--- config.mk ---
export PLATFORM = sky130hd
export DESIGN_NAME = hbel_top
export DESIGN_NICKNAME = d
export VERILOG_FILES = /design/src/inc/hbel_pkg.sv /design/src/hw/hbel_top.sv
export SDC_FILE = /design/constraint.sdc
export NUM_CORES = 1
export LEC_CHECK = 0
export BUFFER_PORTS_ARGS = -buffer_cell sky130_fd_sc_hd__buf_4
export CORE_AREA = 2 2 190 192
export CTS_CLUSTER_DIAMETER = 50
export DETAILED_ROUTE_END_ITERATION = 8
export DIE_AREA = 0 0 192 194
export GPL_ROUTABILITY_DRIVEN = 0
export PLACE_DENSITY = 0.68
export SLEW_MARGIN = 40
export SYNTH_ARGS = -nofsm -noshare
export SYNTH_HDL_FRONTEND = slang
export SYNTH_SLANG_ARGS = --single-unit
--- constraint.sdc ---
create_clock -name aclk -period 5 [get_ports aclk]
set_input_delay 0.5 -clock aclk [delete_from_list [all_inputs] [get_ports aclk]]
set_output_delay 0.5 -clock aclk [all_outputs]
set_load 0.01 [all_outputs]
--- src/inc/hbel_pkg.sv ---
package hbel_pkg;

    // ********************************************
    // Register byte offsets
    // ********************************************
    localparam logic [7:0] HBEL_SEL_OFS = 8'h00;
    localparam logic [7:0] HBEL_ENG_FREQ_OFS = 8'h04;
    localparam logic [7:0] HBEL_ENG_TIME_OFS = 8'h08;
    localparam logic [7:0] HBEL_REL_FREQ_OFS = 8'h0C;
    localparam logic [7:0] HBEL_REL_TIME_OFS = 8'h10;
    localparam logic [7:0] HBEL_REL_CUR_OFS = 8'h14;
    localparam logic [7:0] HBEL_REL_TRQ_OFS = 8'h18;
    localparam logic [7:0] HBEL_STOP_FREQ_OFS = 8'h1C;
    localparam logic [7:0] HBEL_STATUS_OFS = 8'h20;

    // ********************************************
    // Selection word fields
    // ********************************************
    localparam int HBEL_SPD_SRC_BIT = 0;
    localparam int HBEL_QUICK_BIT = 2;
    localparam int HBEL_THR_SRC_BIT = 3;
    localparam int HBEL_RUN_GATE_BIT = 4;
    localparam logic [4:0] HBEL_SEL_MASK = 5'h1D;

    // ********************************************
    // Values after reset (0.1 Hz, 0.1 s and percent units)
    // ********************************************
    localparam logic [4:0] HBEL_SEL_RST = 5'h00;
    localparam logic [15:0] HBEL_ENG_FREQ_RST = 16'h000A;
    localparam logic [5:0] HBEL_ENG_TIME_RST = 6'h0A;
    localparam logic [15:0] HBEL_REL_FREQ_RST = 16'h000A;
    localparam logic [5:0] HBEL_REL_TIME_RST = 6'h0A;
    localparam logic [8:0] HBEL_REL_CUR_RST = 9'h064;
    localparam logic [8:0] HBEL_REL_TRQ_RST = 9'h064;
    localparam logic [15:0] HBEL_STOP_FREQ_RST = 16'h0005;

    // ********************************************
    // Timing
    // ********************************************
    localparam int HBEL_CLK_HZ = 20000000;
    localparam int HBEL_TICK_MS = 100;
    localparam int HBEL_TICK_CYCLES = HBEL_CLK_HZ / 1000 * HBEL_TICK_MS;
    localparam int HBEL_FILT_SHIFT = 4;

    localparam logic [1:0] HBEL_RESP_OKAY = 2'h0;
    localparam logic [1:0] HBEL_RESP_SLVERR = 2'h2;

    typedef enum logic {HBEL_ENGAGED, HBEL_RELEASED} hbel_state_t;

endpackage : hbel_pkg

--- src/hw/hbel_top.sv ---
// Implementation choices: the AXI4-Lite register port and the register addresses.
`timescale 1ns/10ps
// Operation
// V/f: run off and frequency below engage level for engage time drops release.
// Vector: chosen speed below chosen threshold for engage time drops release.
// Speed source bit: 0 detected speed, 1 reference speed.
// Threshold source bit: 0 stop frequency, 1 engage frequency.
// Run gate bit: 0 regardless of run command, 1 only with run off.
// Output shutdown during engage count engages the brake at once.
// Only motor set one is sequenced; other sets hold the output on.
// Alarm or coast-stop shutdown switches the output on at once.
// Sensorless vector control should use reference speed as source.
// Forward/reverse switching applications should set the run gate bit.
// Current, frequency or torque above release level for release time releases.
// Current response bit: 0 filtered slow detection, 1 unfiltered quick detection.
// Engage timer restarts from zero whenever its condition lapses early.
module hbel_top
    import hbel_pkg::*;
#(
    parameter int TICK_CYCLES = HBEL_TICK_CYCLES
)
(
    // Clock and reset
    input wire logic aclk,
    input wire logic aresetn,
    // AXI4-Lite write address and data
    input wire logic awvalid,
    output logic awready,
    input wire logic [7:0] awaddr,
    input wire logic wvalid,
    output logic wready,
    input wire logic [31:0] wdata,
    input wire logic [3:0] wstrb,
    // AXI4-Lite write response
    output logic bvalid,
    input wire logic bready,
    output logic [1:0] bresp,
    // AXI4-Lite read
    input wire logic arvalid,
    output logic arready,
    input wire logic [7:0] araddr,
    output logic rvalid,
    input wire logic rready,
    output logic [31:0] rdata,
    output logic [1:0] rresp,
    // Drive state, from control logic on aclk
    input wire logic run_cmd,
    input wire logic vector_mode,
    input wire logic output_shutdown,
    input wire logic alarm_trip,
    input wire logic coast_stop,
    input wire logic [1:0] motor_sel,
    input wire logic [15:0] out_freq,
    input wire logic [15:0] ref_speed,
    input wire logic [15:0] det_speed,
    input wire logic [8:0] out_current,
    input wire logic [8:0] torque_cmd,
    // Brake
    output logic brake_release_output
);

    // ********************************************
    // Helpers
    // ********************************************
    function automatic logic [31:0] merge(input logic [31:0] old, input logic [31:0] nw,
                                          input logic [3:0] strb);
        logic [31:0] r;
        r = old;
        for (int i = 0; i < 4; i++)
        begin
            if (strb[i])
            begin
                r[i*8 +: 8] = nw[i*8 +: 8];
            end
        end
        return r;
    endfunction : merge

    function automatic logic elapsed(input logic [31:0] cnt, input logic [5:0] units);
        logic [39:0] lim;
        lim = 40'(units) * 40'(TICK_CYCLES);
        return 40'(cnt) >= lim;
    endfunction : elapsed

    // ********************************************
    // Register bus
    // ********************************************
    logic awready_q, wready_q, bvalid_q, arready_q, rvalid_q;
    logic aw_full_q, w_full_q;
    logic [7:0] waddr_q;
    logic [31:0] wdata_q, rdata_q;
    logic [3:0] wstrb_q;
    logic [1:0] bresp_q, rresp_q;
    logic [4:0] sel_q;
    logic [15:0] eng_freq_q, rel_freq_q, stop_freq_q;
    logic [5:0] eng_time_q, rel_time_q;
    logic [8:0] rel_cur_q, rel_trq_q;
    logic [31:0] rd_word;
    logic rd_ok, wr_ok;

    wire aw_take = awvalid & awready_q;
    wire w_take = wvalid & wready_q;
    wire do_write = aw_full_q & w_full_q & ~bvalid_q;
    wire aw_full_d = (aw_full_q | aw_take) & ~do_write;
    wire w_full_d = (w_full_q | w_take) & ~do_write;
    wire ar_take = arvalid & arready_q;
    wire rvalid_d = ar_take | (rvalid_q & ~rready);
    wire bvalid_d = do_write | (bvalid_q & ~bready);
    wire [31:0] wr_word = wdata_q;

    hbel_state_t state_q, state_d;
    logic out_q, eng_busy, rel_busy;
    wire [31:0] status_word = {29'h0, rel_busy, eng_busy, out_q};

    assign wr_ok = (waddr_q == HBEL_SEL_OFS) || (waddr_q == HBEL_ENG_FREQ_OFS)
        || (waddr_q == HBEL_ENG_TIME_OFS) || (waddr_q == HBEL_REL_FREQ_OFS)
        || (waddr_q == HBEL_REL_TIME_OFS) || (waddr_q == HBEL_REL_CUR_OFS)
        || (waddr_q == HBEL_REL_TRQ_OFS) || (waddr_q == HBEL_STOP_FREQ_OFS);

    always_comb
    begin
        rd_ok = 1'b1;
        if (araddr == HBEL_SEL_OFS) rd_word = {27'h0, sel_q};
        else if (araddr == HBEL_ENG_FREQ_OFS) rd_word = {16'h0, eng_freq_q};
        else if (araddr == HBEL_ENG_TIME_OFS) rd_word = {26'h0, eng_time_q};
        else if (araddr == HBEL_REL_FREQ_OFS) rd_word = {16'h0, rel_freq_q};
        else if (araddr == HBEL_REL_TIME_OFS) rd_word = {26'h0, rel_time_q};
        else if (araddr == HBEL_REL_CUR_OFS) rd_word = {23'h0, rel_cur_q};
        else if (araddr == HBEL_REL_TRQ_OFS) rd_word = {23'h0, rel_trq_q};
        else if (araddr == HBEL_STOP_FREQ_OFS) rd_word = {16'h0, stop_freq_q};
        else if (araddr == HBEL_STATUS_OFS) rd_word = status_word;
        else
        begin
            rd_word = 32'h0;
            rd_ok = 1'b0;
        end
    end

    always_ff @(posedge aclk)
    begin
        if (!aresetn)
        begin
            awready_q <= 1'b0;
            wready_q <= 1'b0;
            aw_full_q <= 1'b0;
            w_full_q <= 1'b0;
            bvalid_q <= 1'b0;
            bresp_q <= HBEL_RESP_OKAY;
            waddr_q <= 8'h00;
            wdata_q <= 32'h0;
            wstrb_q <= 4'h0;
        end
        else
        begin
            awready_q <= ~aw_full_d;
            wready_q <= ~w_full_d;
            aw_full_q <= aw_full_d;
            w_full_q <= w_full_d;
            bvalid_q <= bvalid_d;
            if (aw_take) waddr_q <= awaddr;
            if (w_take) wdata_q <= wdata;
            if (w_take) wstrb_q <= wstrb;
            if (do_write) bresp_q <= wr_ok ? HBEL_RESP_OKAY : HBEL_RESP_SLVERR;
        end
    end

    always_ff @(posedge aclk)
    begin
        if (!aresetn)
        begin
            arready_q <= 1'b0;
            rvalid_q <= 1'b0;
            rdata_q <= 32'h0;
            rresp_q <= HBEL_RESP_OKAY;
        end
        else
        begin
            arready_q <= ~rvalid_d & ~ar_take;
            rvalid_q <= rvalid_d;
            if (ar_take) rdata_q <= rd_word;
            if (ar_take) rresp_q <= rd_ok ? HBEL_RESP_OKAY : HBEL_RESP_SLVERR;
        end
    end

    always_ff @(posedge aclk)
    begin
        if (!aresetn)
        begin
            sel_q <= HBEL_SEL_RST;
            eng_freq_q <= HBEL_ENG_FREQ_RST;
            eng_time_q <= HBEL_ENG_TIME_RST;
            rel_freq_q <= HBEL_REL_FREQ_RST;
            rel_time_q <= HBEL_REL_TIME_RST;
            rel_cur_q <= HBEL_REL_CUR_RST;
            rel_trq_q <= HBEL_REL_TRQ_RST;
            stop_freq_q <= HBEL_STOP_FREQ_RST;
        end
        else if (do_write)
        begin
            if (waddr_q == HBEL_SEL_OFS)
                sel_q <= 5'(merge({27'h0, sel_q}, wr_word, wstrb_q)) & HBEL_SEL_MASK;
            if (waddr_q == HBEL_ENG_FREQ_OFS)
                eng_freq_q <= 16'(merge({16'h0, eng_freq_q}, wr_word, wstrb_q));
            if (waddr_q == HBEL_ENG_TIME_OFS)
                eng_time_q <= 6'(merge({26'h0, eng_time_q}, wr_word, wstrb_q));
            if (waddr_q == HBEL_REL_FREQ_OFS)
                rel_freq_q <= 16'(merge({16'h0, rel_freq_q}, wr_word, wstrb_q));
            if (waddr_q == HBEL_REL_TIME_OFS)
                rel_time_q <= 6'(merge({26'h0, rel_time_q}, wr_word, wstrb_q));
            if (waddr_q == HBEL_REL_CUR_OFS)
                rel_cur_q <= 9'(merge({23'h0, rel_cur_q}, wr_word, wstrb_q));
            if (waddr_q == HBEL_REL_TRQ_OFS)
                rel_trq_q <= 9'(merge({23'h0, rel_trq_q}, wr_word, wstrb_q));
            if (waddr_q == HBEL_STOP_FREQ_OFS)
                stop_freq_q <= 16'(merge({16'h0, stop_freq_q}, wr_word, wstrb_q));
        end
    end

    // ********************************************
    // Brake sequencing
    // ********************************************
    logic [12:0] cur_filt_q;
    logic [31:0] eng_cnt_q, rel_cnt_q;

    // The slow path is a first-order lag, so release trails a rising current slightly.
    wire [8:0] cur_slow = cur_filt_q[12:4];
    wire [8:0] cur_seen = sel_q[HBEL_QUICK_BIT] ? out_current : cur_slow;
    wire [12:0] cur_step = 13'(out_current) - (cur_filt_q >> HBEL_FILT_SHIFT);

    wire [15:0] eng_speed = sel_q[HBEL_SPD_SRC_BIT] ? ref_speed : det_speed;
    wire [15:0] eng_thr = sel_q[HBEL_THR_SRC_BIT] ? eng_freq_q : stop_freq_q;
    wire run_ok = sel_q[HBEL_RUN_GATE_BIT] ? ~run_cmd : 1'b1;
    wire eng_cond_vf = ~run_cmd & (out_freq < eng_freq_q);
    wire eng_cond_vec = (eng_speed < eng_thr) & run_ok;
    wire eng_cond = vector_mode ? eng_cond_vec : eng_cond_vf;
    wire rel_level = vector_mode ? (torque_cmd > rel_trq_q) : (out_freq > rel_freq_q);
    wire rel_cond = (cur_seen > rel_cur_q) | rel_level;
    wire force_on = alarm_trip | coast_stop | (motor_sel != 2'h0);

    assign eng_busy = (state_q == HBEL_RELEASED) & eng_cond & ~force_on;
    assign rel_busy = (state_q == HBEL_ENGAGED) & rel_cond & ~force_on;

    always_comb
    begin
        state_d = state_q;
        case (state_q)
            HBEL_ENGAGED:
            begin
                if (rel_busy && elapsed(rel_cnt_q + 32'h1, rel_time_q))
                    state_d = HBEL_RELEASED;
            end
            HBEL_RELEASED:
            begin
                if (output_shutdown)
                    state_d = HBEL_ENGAGED;
                else if (eng_busy && elapsed(eng_cnt_q + 32'h1, eng_time_q))
                    state_d = HBEL_ENGAGED;
            end
            default: state_d = HBEL_ENGAGED;
        endcase
        if (force_on)
            state_d = HBEL_RELEASED;
    end

    always_ff @(posedge aclk)
    begin
        if (!aresetn)
        begin
            state_q <= HBEL_ENGAGED;
            out_q <= 1'b0;
            eng_cnt_q <= 32'h0;
            rel_cnt_q <= 32'h0;
            cur_filt_q <= 13'h0;
        end
        else
        begin
            state_q <= state_d;
            out_q <= (state_d == HBEL_RELEASED);
            eng_cnt_q <= eng_busy ? eng_cnt_q + 32'h1 : 32'h0;
            rel_cnt_q <= rel_busy ? rel_cnt_q + 32'h1 : 32'h0;
            cur_filt_q <= cur_filt_q + cur_step;
        end
    end

    assign awready = awready_q;
    assign wready = wready_q;
    assign bvalid = bvalid_q;
    assign bresp = bresp_q;
    assign arready = arready_q;
    assign rvalid = rvalid_q;
    assign rdata = rdata_q;
    assign rresp = rresp_q;
    assign brake_release_output = out_q;

endmodule : hbel_top

==> run summary, run 1 <==
The run gives 0 as the hold violation count in the final report. In the global route stage, met1 resource usage came out at 25.8%. Counting the fill cells in the layout gives 3346. For this run the aggregate overflow at the end of global routing stands at 0. The run gives 0 as the number of setup violations in the final report. The run finished with clean final reports. For this run, the post-layout net count is 2195. The count of unresolved DRC violations after routing came out at 0. 174 I/O pins were placed. Yosys instantiated no cell more often than dfxtp_1.

The setup TNS is 0 ns, and the DRC marker count from the first detailed-route iteration is 781. Cells fill 49.5% of the core in the end. The maximum resistive drop on vdd came out at 262 uV. Setup repair after global routing left no endpoint under its margin. The first detailed-routing pass took 9 iterations.

From left edge to right edge, the die measures 192 um. The setup path with the least slack is of type register to register. The run gives 43.7% as the headroom to the max-slew limit.

Summing every instance area after synthesis gives 14900 um2. The power per cell area is 302 nW/um2. The aggregate routed wire length was 37900 um.

Averaged over all synthesized cells, the footprint is 8.69 um2. After synthesis, the most frequently instantiated cells are 211 x dfxtp_1, 199 x ha_1, 166 x nor2_1. Clock tree synthesis found a total of 211 sinks. Setup slack closes at 0.291 ns. Among all flip-flop cells after synthesis, the most frequent one is dfxtp_1.

For the worst setup path, the data arrival time is 5.12 ns. The maximum level of the CTS H-tree was 1. Between clock sinks in the finished design, the worst skew comes to 0.0278 ns.

The largest area contributor in the netlist was dfxtp_1. Clock tree synthesis inserted a total of 31 buffers. The tool flagged a number of max-cap violations equal to 0.

The count of nets left with antenna violations once routing finished came out at 0. Of all nets on the critical path, the largest fanout is 7. The first global-routing pass estimated 61300 um of wire. The capturing element type of the critical path was a register. The logs give 0.212 GHz for the maximum operating frequency and 7.60 nW for the cell leakage power.

For this run, asynchronously set or reset flops after synthesis account for 0%. The run gives 0.314 ns as the worst slack at placement. The die covers 37200 um2. Measured along the y axis, the die boundary spans 194 um. Once the floorplan was initialized, standard cells occupied 42.4% of the core.

The tools report the number of antenna cells inserted as 0. In the routed layout, each cell is associated on average with a via count of 5.36. The number of pins exceeding their max-slew limit in the final report came out at 0. Of the cells placed in the final design, the portion with a size suffix greater than 1 is 14.5%. Of the available clock period, the critical path in the final layout requires 94.2%.

In the global route stage, overall resource usage came out at 20.1%. In the synthesized netlist, the number of instances is 1717. The clock slew at the register clock pins of the worst setup and hold paths works out to 0.06 ns. The minimum clock period after layout was 4.71 ns; the slew at the pin closest to its max-slew limit was 0.845 ns. The final total power came out at 5.27 mW.

The met3 track demand over resource came out at 3.00%. During placement, the flow inserted port buffers numbering 137. After synthesis, flip-flops and latches occupy 28.3% of the total area. The region available for standard cell placement spans 35200 um2. The run gives 0.182 ns as the worst hold margin. The tightest min-delay check is of the input pin to register type. The tools report the number of buffers on the longest clock path as 3.

The met2 track demand over resource in global routing was 35.0%; the number of flops mapped to enable cells by yosys was 0. Counting flops and latches in the post-synthesis netlist gives 211. The number of setup buffers added after CTS is 0. The via count of the first global-routing pass is 12.3k. The via count of the routed design was 12.5k; the half-perimeter wire length after detailed placement was 29200 um. The clock reaches the later pin of the worst-skew pair after 0.57 ns. Yosys printed 0 warnings. Compared with the post-synthesis result, the final layout area differs by 16.8%.

Most utilized layer in the global route result: met2. In the final routed layout, each cell accounts on average for 16.3 um. In this run the clock root is driven by a clkbuf_16. TritonCTS built the clock tree. In this run the core area contains 69 standard-cell rows.

By area the synthesized netlist is led by dfxtp_1 28%, ha_1 17%, mux2i_1 6.7%, nor2_1 4.2%, inv_1 3.5%. In this run the biggest area consumer among cell types represents 28.3% of the synthesized area. The maximum number of pins on one net before global-route repair was 87. STA classifies the critical path startpoint as a register. In this run, distinct cell masters in the synthesized netlist total 88. The number of antenna violations at the first check in global routing was 0. The required time of the worst setup path is 5.41 ns.
[worst paths after layout]
kind | from | end | slack (ns) | cells after the start
max | rel_time_q[2] | brake_release_output | 0.29 | 17
min | wdata[4] | wdata_q[4] | 0.18 | 3
max reg2reg | rel_time_q[2] | brake_release_output | 0.29 | 17
min reg2reg | wstrb_q[1] | wstrb_q[1] | 0.47 | 2
[worst max-delay path, cell delays in order (launching register included)]
cell and delay, ns:
dfxtp_1 0.51, fa_1 0.51, ha_1 0.30, inv_1 0.05
fa_1 0.52, inv_1 0.04, ha_1 0.23, or2_2 0.28
a41oi_1 0.25, o31ai_1 0.15, a31o_2 0.25, a21oi_1 0.16
xor2_1 0.17, ha_1 0.26, a21o_1 0.18, a211oi_1 0.28
a41o_1 0.30, o221ai_2 0.11
[flip-flops by register name (all words and copies together), names as in the netlist, 2 cells and up]
register and cells:
eng_freq_q 16, sel_q 4, eng_cnt_q 32, rel_trq_q 9, waddr_q 8, wstrb_q 2
eng_time_q 6, stop_freq_q 16, cur_filt_q 13, wdata_q 16, rel_cur_q 9, rdata 16
rel_cnt_q 32, rel_time_q 6, rel_freq_q 16
[stage by stage]
step | instances | area, um2
floorplan | 1734 | 15000
global placement | 2270 | 16300
detailed placement | 2270 | 16300
CTS | 2327 | 17400
global route | 2327 | 17400
finish | 2327 | 17400
[timing repair]
action,in CTS,in global routing
setup endpoints to repair,0,1
hold buffers,0,0
gates resized for setup,0,2
[placed cells by master (no fill, tap or decap), types with 56 or more instances in the layout]
cell / synthesis / final
a21oi_1: 84 / 84
mux2i_1: 100 / 100
xnor2_1: 57 / 57
ha_1: 199 / 199
buf_4: 19 / 151
nor2_1: 166 / 164
inv_1: 141 / 140
nand3_1: 56 / 56
nand2_1: 139 / 139
dfxtp_1: 211 / 210
[logic make-up after synthesis]
| kind of cell | synth area share, % |
|---|---|
| simple gates | 19.4 |
| compound gates | 12.3 |
| fa+ha+maj | 19.6 |
| buf+inv | 6.15 |
| flops | 28.3 |
| mux | 7.91 |
| xor+xnor | 6.27 |
| other cells | 0.0251 |
[per-layer routing]
layer	vias to the layer above	wire [um]
met3	54	1890
li1	6246	-
met5	-	0
met1	5905	16800
met2	269	18300
met4	0	906
[layout make-up]
type	count	area (um2)	share of cell area [%]
Inverter	141	531	3.04
Clock inverter	18	218	1.25
Tap cell	461	577	3.31
Sequential cell	211	4230	24.2
Timing Repair Buffer	152	1140	6.57
Clock buffer	39	876	5.02
Multi-Input combinational cell	1305	9870	56.6
[report_power, final]
| group | switching (mW) | internal [mW] | total [mW] |
|---|---|---|---|
| clock | 0.890 | 1.38 | 2.27 |
| combinational | 0.643 | 0.547 | 1.19 |
| sequential | 0.0577 | 1.75 | 1.81 |
| total | 1.59 | 3.68 | 5.27 |
Note: power is estimated with default switching activity, not from simulation.
==> run 2, diff against run 1 <==
Settings changed: CELL_PAD_IN_SITES_DETAIL_PLACEMENT set to 0, CELL_PAD_IN_SITES_GLOBAL_PLACEMENT set to 2, CORE_AREA 2 2 190 192 to 2 2 216 218, DIE_AREA 0 0 192 194 to 0 0 218 220, PLACE_DENSITY 0.68 to 0.84.
Clock period 5 ns to 4.1 ns, I/O delays scaled along.
==> run summary, run 2 (synthesis results as in run 1) <==
The die height is 220 um (+13%), and the number of buffers created by CTS is 31 (unchanged). The maximum operating frequency came out at 0.242 GHz (+14%). The number of pins exceeding their max-slew limit in the final report was 0 (unchanged); the cell leakage power was 7.79 nW (+2.4%). The worst hold margin came out at 0.0710 ns (-0.112 ns). The worst register-to-register path begins at eng_time_q[1]. The DRC marker count from the first detailed-route iteration came out at 524 (-33%).

The logs give 3 (unchanged) for the number of buffers on the longest clock path and 6.35 mW (+21%) for the final total power. The required time of the worst setup path came out at 4.60 ns (-0.81 ns). The hold violation count in the final report is 0 (unchanged), and the headroom to the max-slew limit is 44.1% (+0.39 points). The logs give 4.64 ns (-0.48 ns) for the arrival time of the worst setup path and 10000 um2 (+1.9%) for the total area of multi-input combinational cells.

In the final layout, the registers with the most flip-flops are eng_cnt_q: 32 flops, rel_cnt_q: 32 flops. TritonCTS built the clock tree. Post-layout instance area: 18100 um2 (+3.8%). The worst setup path is of the register to register kind.

The placed instance area is 16900 um2 (+3.3%), and the maximum resistive drop on vdd is 394 uV (+50%). In this run the most critical hold path is launched from wdata[15]. The run gives 79 (+14%) as the number of placement rows. Half-perimeter wire length after detailed placement: 33200 um (+13%). The maximum fanout along the worst path came out at 3 (-4).

Maximum level of the CTS H-tree: 1 (unchanged). The clock sink count was 211 (unchanged); the number of port buffers was 137 (unchanged). The register-to-register setup slack came out at -0.04 ns (-0.33 ns).

The slew at the pin closest to its max-slew limit was 0.839 ns (-0.00592 ns); the global routing usage summed across all routing layers was 17.7% (-2.4 points). Minimum clock period after layout: 4.14 ns (-0.569 ns). For the first-pass iteration count of the detailed router, the log shows 5 (-4). The min-delay analysis places its worst path in the category input pin to register. For the count of fill cells added during filler insertion, the log shows 4687 (+40%).

The run finished, with violations left. For the total global routing overflow, the log shows 0 (unchanged). Average vias per placed instance: 4.95 (-7.6%).

The critical path startpoint category was a register. The die area is 48000 um2 (+29%), and the area occupied by registers is 4240 um2 (+0.41%). Setup repair after global routing could not meet its margin everywhere. The largest stage delay on the critical path is 0.51 ns (about the same), and the count of unresolved DRC violations after routing is 0 (unchanged).

Reg-to-reg endpoint: brake_release_output. Fraction of layout cells with a size suffix above 1: 18.6% (+4.1 points). The die width works out to 218 um (+14%). The run gives 0.59 ns (+0.02 ns) as the clock latency of the later-clocked register in the worst-skew pair. STA classifies the critical path endpoint as a register. The power per cell area is 351 nW/um2 (+16%), and the final antenna-violating net count is 0 (unchanged). The via count of the first global-routing pass is 12.4k (+1.2%). Setup TNS: -0.0398 ns (-0.0398 ns). Ratio of final minimum period to clock period: 101% (+6.8 points). The tools report the final cell utilization of the core as 39.4% (-10 points). Traced cell by cell, the critical path runs through fa_1 -> ha_1 -> inv_2 -> fa_1 -> inv_2 -> ha_4 -> and3_4 -> a221o_1 -> a41o_1 -> o41ai_2 -> xnor2_1 -> ha_1 -> buf_4 -> a2111oi_4 -> o21ai_2 -> o221ai_2. The most common library cell in the layout ignoring fill and taps was dfxtp_1. The effective utilization at floorplan was 32.5% (-9.8 points). The via count of the routed design was 12.5k (-0.024%). For the first-pass GRT wire length, the log shows 67200 um (+9.6%).

The setup clock skew after layout came out at 0.0268 ns (-0.000972 ns). Number of maximum-capacitance constraint violations: 0 (unchanged). The number of setup violations in the final report is 1 (+1). The worst-case reg-to-reg path depth is 16 (-1). Relative to the synthesized area, the layout overhead comes to 21.2%. For the core box area, the log shows 45900 um2 (+30%). The clock slew at the register clock pins of the worst setup and hold paths works out to 0.06 ns (about the same). Number of buffer and inverter instances along the worst setup path: 3 (+1). The kind of cell adding the most delay to the critical path is adder cells. The routed length per placed instance is 16.8 um (+3.3%).

The count of nets after finishing was 2240 (+2.1%); the instance count along the most critical hold path was 3 (unchanged). The number of top-level pins came out at 174 (unchanged). The aggregate routed wire length was 42400 um (+12%). For the smallest setup slack after layout, the log shows -0.0398 ns (-0.331 ns). The tools report the end point of the most critical hold path as wdata_q[15]. Leaving out fill and tap cells, the most frequent cells in the layout are 200 x dfxtp_1, 197 x buf_4, 193 x ha_1. The root buffer cell chosen for the clock tree is clkbuf_16. The cell with the largest stage delay on the worst path was fa_1.

Maximum number of pins on one net before global-route repair: 74 (-15%). The final reports fail on negative setup slack. The number of antenna violations at the first check in global routing was 0 (unchanged).
-- run 2: power breakdown --
| part | leakage [nW] | internal [mW] | switching, mW |
|---|---|---|---|
| Clock | 0.503 | 1.58 | 1.09 |
| Sequential | 1.71 | 2.14 | 0.0689 |
| Combinational | 5.57 | 0.679 | 0.805 |
-- run 2: layer usage --
metal,GRT usage (%),wire (um)
met5,0,0
met4,6.94,1400
met3,2.10,1470
met2,30.6,20100
met1,22.4,19500
-- run 2: area by class of cell --
type                            count  share of cell area [%]
Clock buffer                       36                    4.50
Antenna cell                        1                  0.0138
Timing Repair Buffer              197                    8.17
Clock inverter                     21                    1.18
Inverter                          141                    2.94
Sequential cell                   211                    23.5
Tap cell                          607                    4.20
Multi-Input combinational cell   1305                    55.5
-- run 2: worst max path at each step --
stage | endpoint | slack (ns) | start | depth (start not counted)
after floorplan | brake_release_output | 0.005 | eng_time_q[1] | 16
after global placement | brake_release_output | -0.18 | rel_time_q[0] | 17
after detailed placement | brake_release_output | -0.26 | eng_time_q[1] | 18
after CTS | brake_release_output | -0.22 | eng_time_q[2] | 17
after global routing | brake_release_output | -0.24 | eng_time_q[1] | 17
final | brake_release_output | -0.04 | eng_time_q[1] | 16
-- run 2: worst reg2reg max path, cell delays in order, from the launching register on --
cell	delay [ns]
dfxtp_4	0.34
fa_1	0.51
ha_1	0.31
inv_2	0.04
fa_1	0.49
inv_2	0.05
ha_4	0.22
and3_4	0.17
a221o_1	0.33
a41o_1	0.23
o41ai_2	0.24
xnor2_1	0.17
ha_1	0.27
buf_4	0.15
a2111oi_4	0.34
o21ai_2	0.10
o221ai_2	0.13
-- run 2: per-stage QoR --
stage	std cells	setup WS (ns)
2_1_floorplan	1734	0.00528
3_3_place_gp	2456	-0.182
3_5_place_dp	2456	-0.262
4_1_cts	2515	-0.218
5_1_grt	2518	-0.237
6_report	2519	-0.0398
-- run 2: timing repair --
action                                  in CTS  in global routing
pin swaps                                   21                 46
hold buffers                                 0                  0
resized for setup                            8                 23
buffers inserted                             2                  3
endpoints found under the setup margin       1                  1
==> run 3, diff against run 2 <==
Settings changed: SKIP_LAST_GASP set to 1.
==> run summary, run 3 (synthesis results as in run 1) <==
The flow ran to the end, but the final reports show violations. The checks that failed: negative setup slack. The logs give 174 (unchanged) for the number of top-level pins and 12.5k (+0.14%) for the via count of the routed design. The number of antenna violations at the first check in global routing is 0 (unchanged), and the number of pins exceeding their max-slew limit in the final report is 0 (unchanged).

The logs give 0.0717 ns (+0.000725 ns) for the worst hold margin and 1 (unchanged) for the maximum level of the CTS H-tree. The largest registers in the layout are eng_cnt_q: 32 flops, rel_cnt_q: 32 flops. The number of setup violations in the final report was 1 (unchanged); the first-pass iteration count of the detailed router was 5 (unchanged). The smallest setup slack after layout was -0.0537 ns (-0.0139 ns).

Kind of cell adding the most delay to the critical path: adder cells. The tools report the maximum operating frequency as 0.241 GHz (-0.33%). The run gives 17.7% (unchanged) as the global routing usage summed across all routing layers. The setup clock skew after layout is 0.0262 ns (-0.000602 ns). The number of buffers on the longest clock path was 3 (unchanged).

The tools report the clock sink count as 211 (unchanged). The cell sitting at the root of the clock tree is a clkbuf_16. The minimum clock period after layout is 4.15 ns (+0.0139 ns). Maximum fanout along the worst path: 3 (unchanged). The die height is 220 um (unchanged), and the number of cells in the finished layout apart from fillers is 2519 (unchanged).

The fraction of power consumed by combinational cells is 23.4% (about the same), and the count of nets after finishing is 2240 (unchanged). The tools report the hold violation count in the final report as 0 (unchanged). Effective utilization at floorplan: 32.5% (unchanged). Number of port buffers: 137 (unchanged). The tools report the first-pass GRT wire length as 67200 um (unchanged). Walking the worst path, the cells encountered are fa_1 -> ha_1 -> inv_1 -> fa_1 -> inv_2 -> ha_4 -> and3_4 -> a221o_1 -> a41o_1 -> o41ai_2 -> xnor2_1 -> ha_1 -> nand4_1 -> or3_1 -> o21ai_2 -> o221ai_2.

On the critical path, the stage with the largest delay is an instance of fa_1. The DRC marker count from the first detailed-route iteration is 511 (-2.5%), and the half-perimeter wire length after detailed placement is 33200 um (unchanged). The clock slew at the register clock pins of the worst setup and hold paths is 0.06 ns (about the same). The ratio of final minimum period to clock period is 101% (+0.34 points), and the count of fill cells added during filler insertion is 4684 (-0.064%). The run gives 0 (unchanged) as the total global routing overflow. The number of placement rows came out at 79 (unchanged). The tightest min-delay check is of the input pin to register type. The die width was 218 um (unchanged); the fraction of power consumed by sequential logic was 34.7% (about the same).

The headroom to the max-slew limit is 38.7% (-5.4 points), and the average vias per placed instance is 4.96 (+0.14%). The count of unresolved DRC violations after routing was 0 (unchanged). In the layout the commonest cells are 200 x dfxtp_1, 197 x buf_4, 194 x ha_1. The run gives 41.9% (about the same) as the clock share of power. The placed instance area came out at 16900 um2 (unchanged). The switching share of total power came out at 30.8% (about the same).

The synthesis-to-layout area growth was 21.1% (about the same); the area occupied by registers was 4240 um2 (unchanged). Final antenna-violating net count: 0 (unchanged). The tools report the via count of the first global-routing pass as 12.4k (unchanged). Clock latency of the later-clocked register in the worst-skew pair: 0.59 ns (about the same).

The die area is 48000 um2 (unchanged), and the number of maximum-capacitance constraint violations is 0 (unchanged). The capturing element type of the critical path is a register. For the maximum number of pins on one net before global-route repair, the log shows 74 (unchanged). The tools report the required time of the worst setup path as 4.54 ns (-0.06 ns).

The logs give 2456 (unchanged) for the post-placement cell count and 4.39 mW (about the same) for the internal power of the cells. The number of buffers created by CTS was 31 (unchanged). The total area of multi-input combinational cells is 10000 um2 (-0.17%), and the routed length per placed instance is 16.8 um (-0.13%). The tools report the switching power summed over all nets as 1.96 mW (about the same). The maximum resistive drop on vdd was 393 uV (about the same). Number of buffer and inverter instances along the worst setup path: 2 (-1). The critical path in this run is classified as register to register. For the aggregate routed wire length, the log shows 42400 um (-0.13%).

Power per cell area: 351 nW/um2 (about the same). For the core box area, the log shows 45900 um2 (unchanged). The critical path startpoint category is a register.

Setup repair after global routing could not meet its margin everywhere. The post-layout instance area was 18100 um2 (about the same). The slew at the pin closest to its max-slew limit was 0.918 ns (+0.0785 ns); the largest stage delay on the critical path was 0.51 ns (about the same). The arrival time of the worst setup path is 4.59 ns (-0.05 ns), and the cell leakage power is 7.78 nW (about the same). The fraction of layout cells with a size suffix above 1 works out to 18.5% (-0.16 points). TritonCTS built the clock tree. The library cell used most frequently in the layout, excluding fill and tap cells, is dfxtp_1.
[run 3: cell counts in the layout (fill, tap and decap cells not counted)]
No cell type changed its count.
[run 3: per-stage QoR]
stage | util, % | power, mW | setup TNS (ns) | setup slack (ns)
2_1_floorplan | - | 3.34 | 0 | 0.00528
3_3_place_gp | 36.8 | 3.70 | -0.182 | -0.182
3_5_place_dp | 36.8 | 3.73 | -0.262 | -0.262
4_1_cts | 39.1 | 6.43 | -0.218 | -0.218
5_1_grt | 39.4 | 6.73 | -0.239 | -0.239
6_report | 39.4 | 6.35 | -0.0537 | -0.0537
[run 3: area by class of cell]
cell class	count	area share, %
Clock inverter	21	1.18
Inverter	141	2.94
Multi-Input combinational cell	1305	55.5
Clock buffer	36	4.51
Sequential cell	211	23.5
Antenna cell	1	0.0138
Tap cell	607	4.20
Timing Repair Buffer	197	8.18
[run 3: final timing paths]
kind | endpoint | cells after the start | slack, ns | start
setup / recovery | brake_release_output | 16 | -0.05 | eng_time_q[1]
hold / removal | wdata_q[15] | 3 | 0.07 | wdata[15]
setup reg to reg | brake_release_output | 16 | -0.05 | eng_time_q[1]
hold reg to reg | wstrb_q[1] | 2 | 0.48 | wstrb_q[1]
[run 3: per-layer routing]
metal / part of all wire, % / wire length (um) / global-route usage (%) / vias up
li1: - / - / - / 6328
met1: 46 / 19400 / 22.4 / 5886
met2: 47 / 20100 / 30.6 / 212
met3: 3.5 / 1490 / 2.10 / 63
met4: 3.2 / 1370 / 6.94 / 0
met5: 0 / 0 / 0 / -
[run 3: power by group through the flow]
stage / clock, mW / sequential, mW / combinational, mW
5_1_grt: 2.82 / 2.22 / 1.69
4_1_cts: 2.74 / 2.21 / 1.49
3_5_place_dp: 0 / 2.25 / 1.48
6_report: 2.66 / 2.21 / 1.48
3_3_place_gp: 0 / 2.25 / 1.45
2_1_floorplan: 0 / 2.23 / 1.12
[run 3: repair_timing]
action                     4_1_cts  5_1_grt
setup buffers                    2        3
gates resized for setup          8       20
setup endpoints to repair        1        1
pin swaps                       21       45
hold buffers                     0        0
[run 3: worst register-to-register path, delay by kind of cell, from the launching register on]
family          cells  cell delay (ns)
fa+ha+maj           5             1.82
compound gates      5             1.04
simple gates        3             0.63
flops               1             0.34
xor+xnor            1             0.12
buf+inv             2             0.09
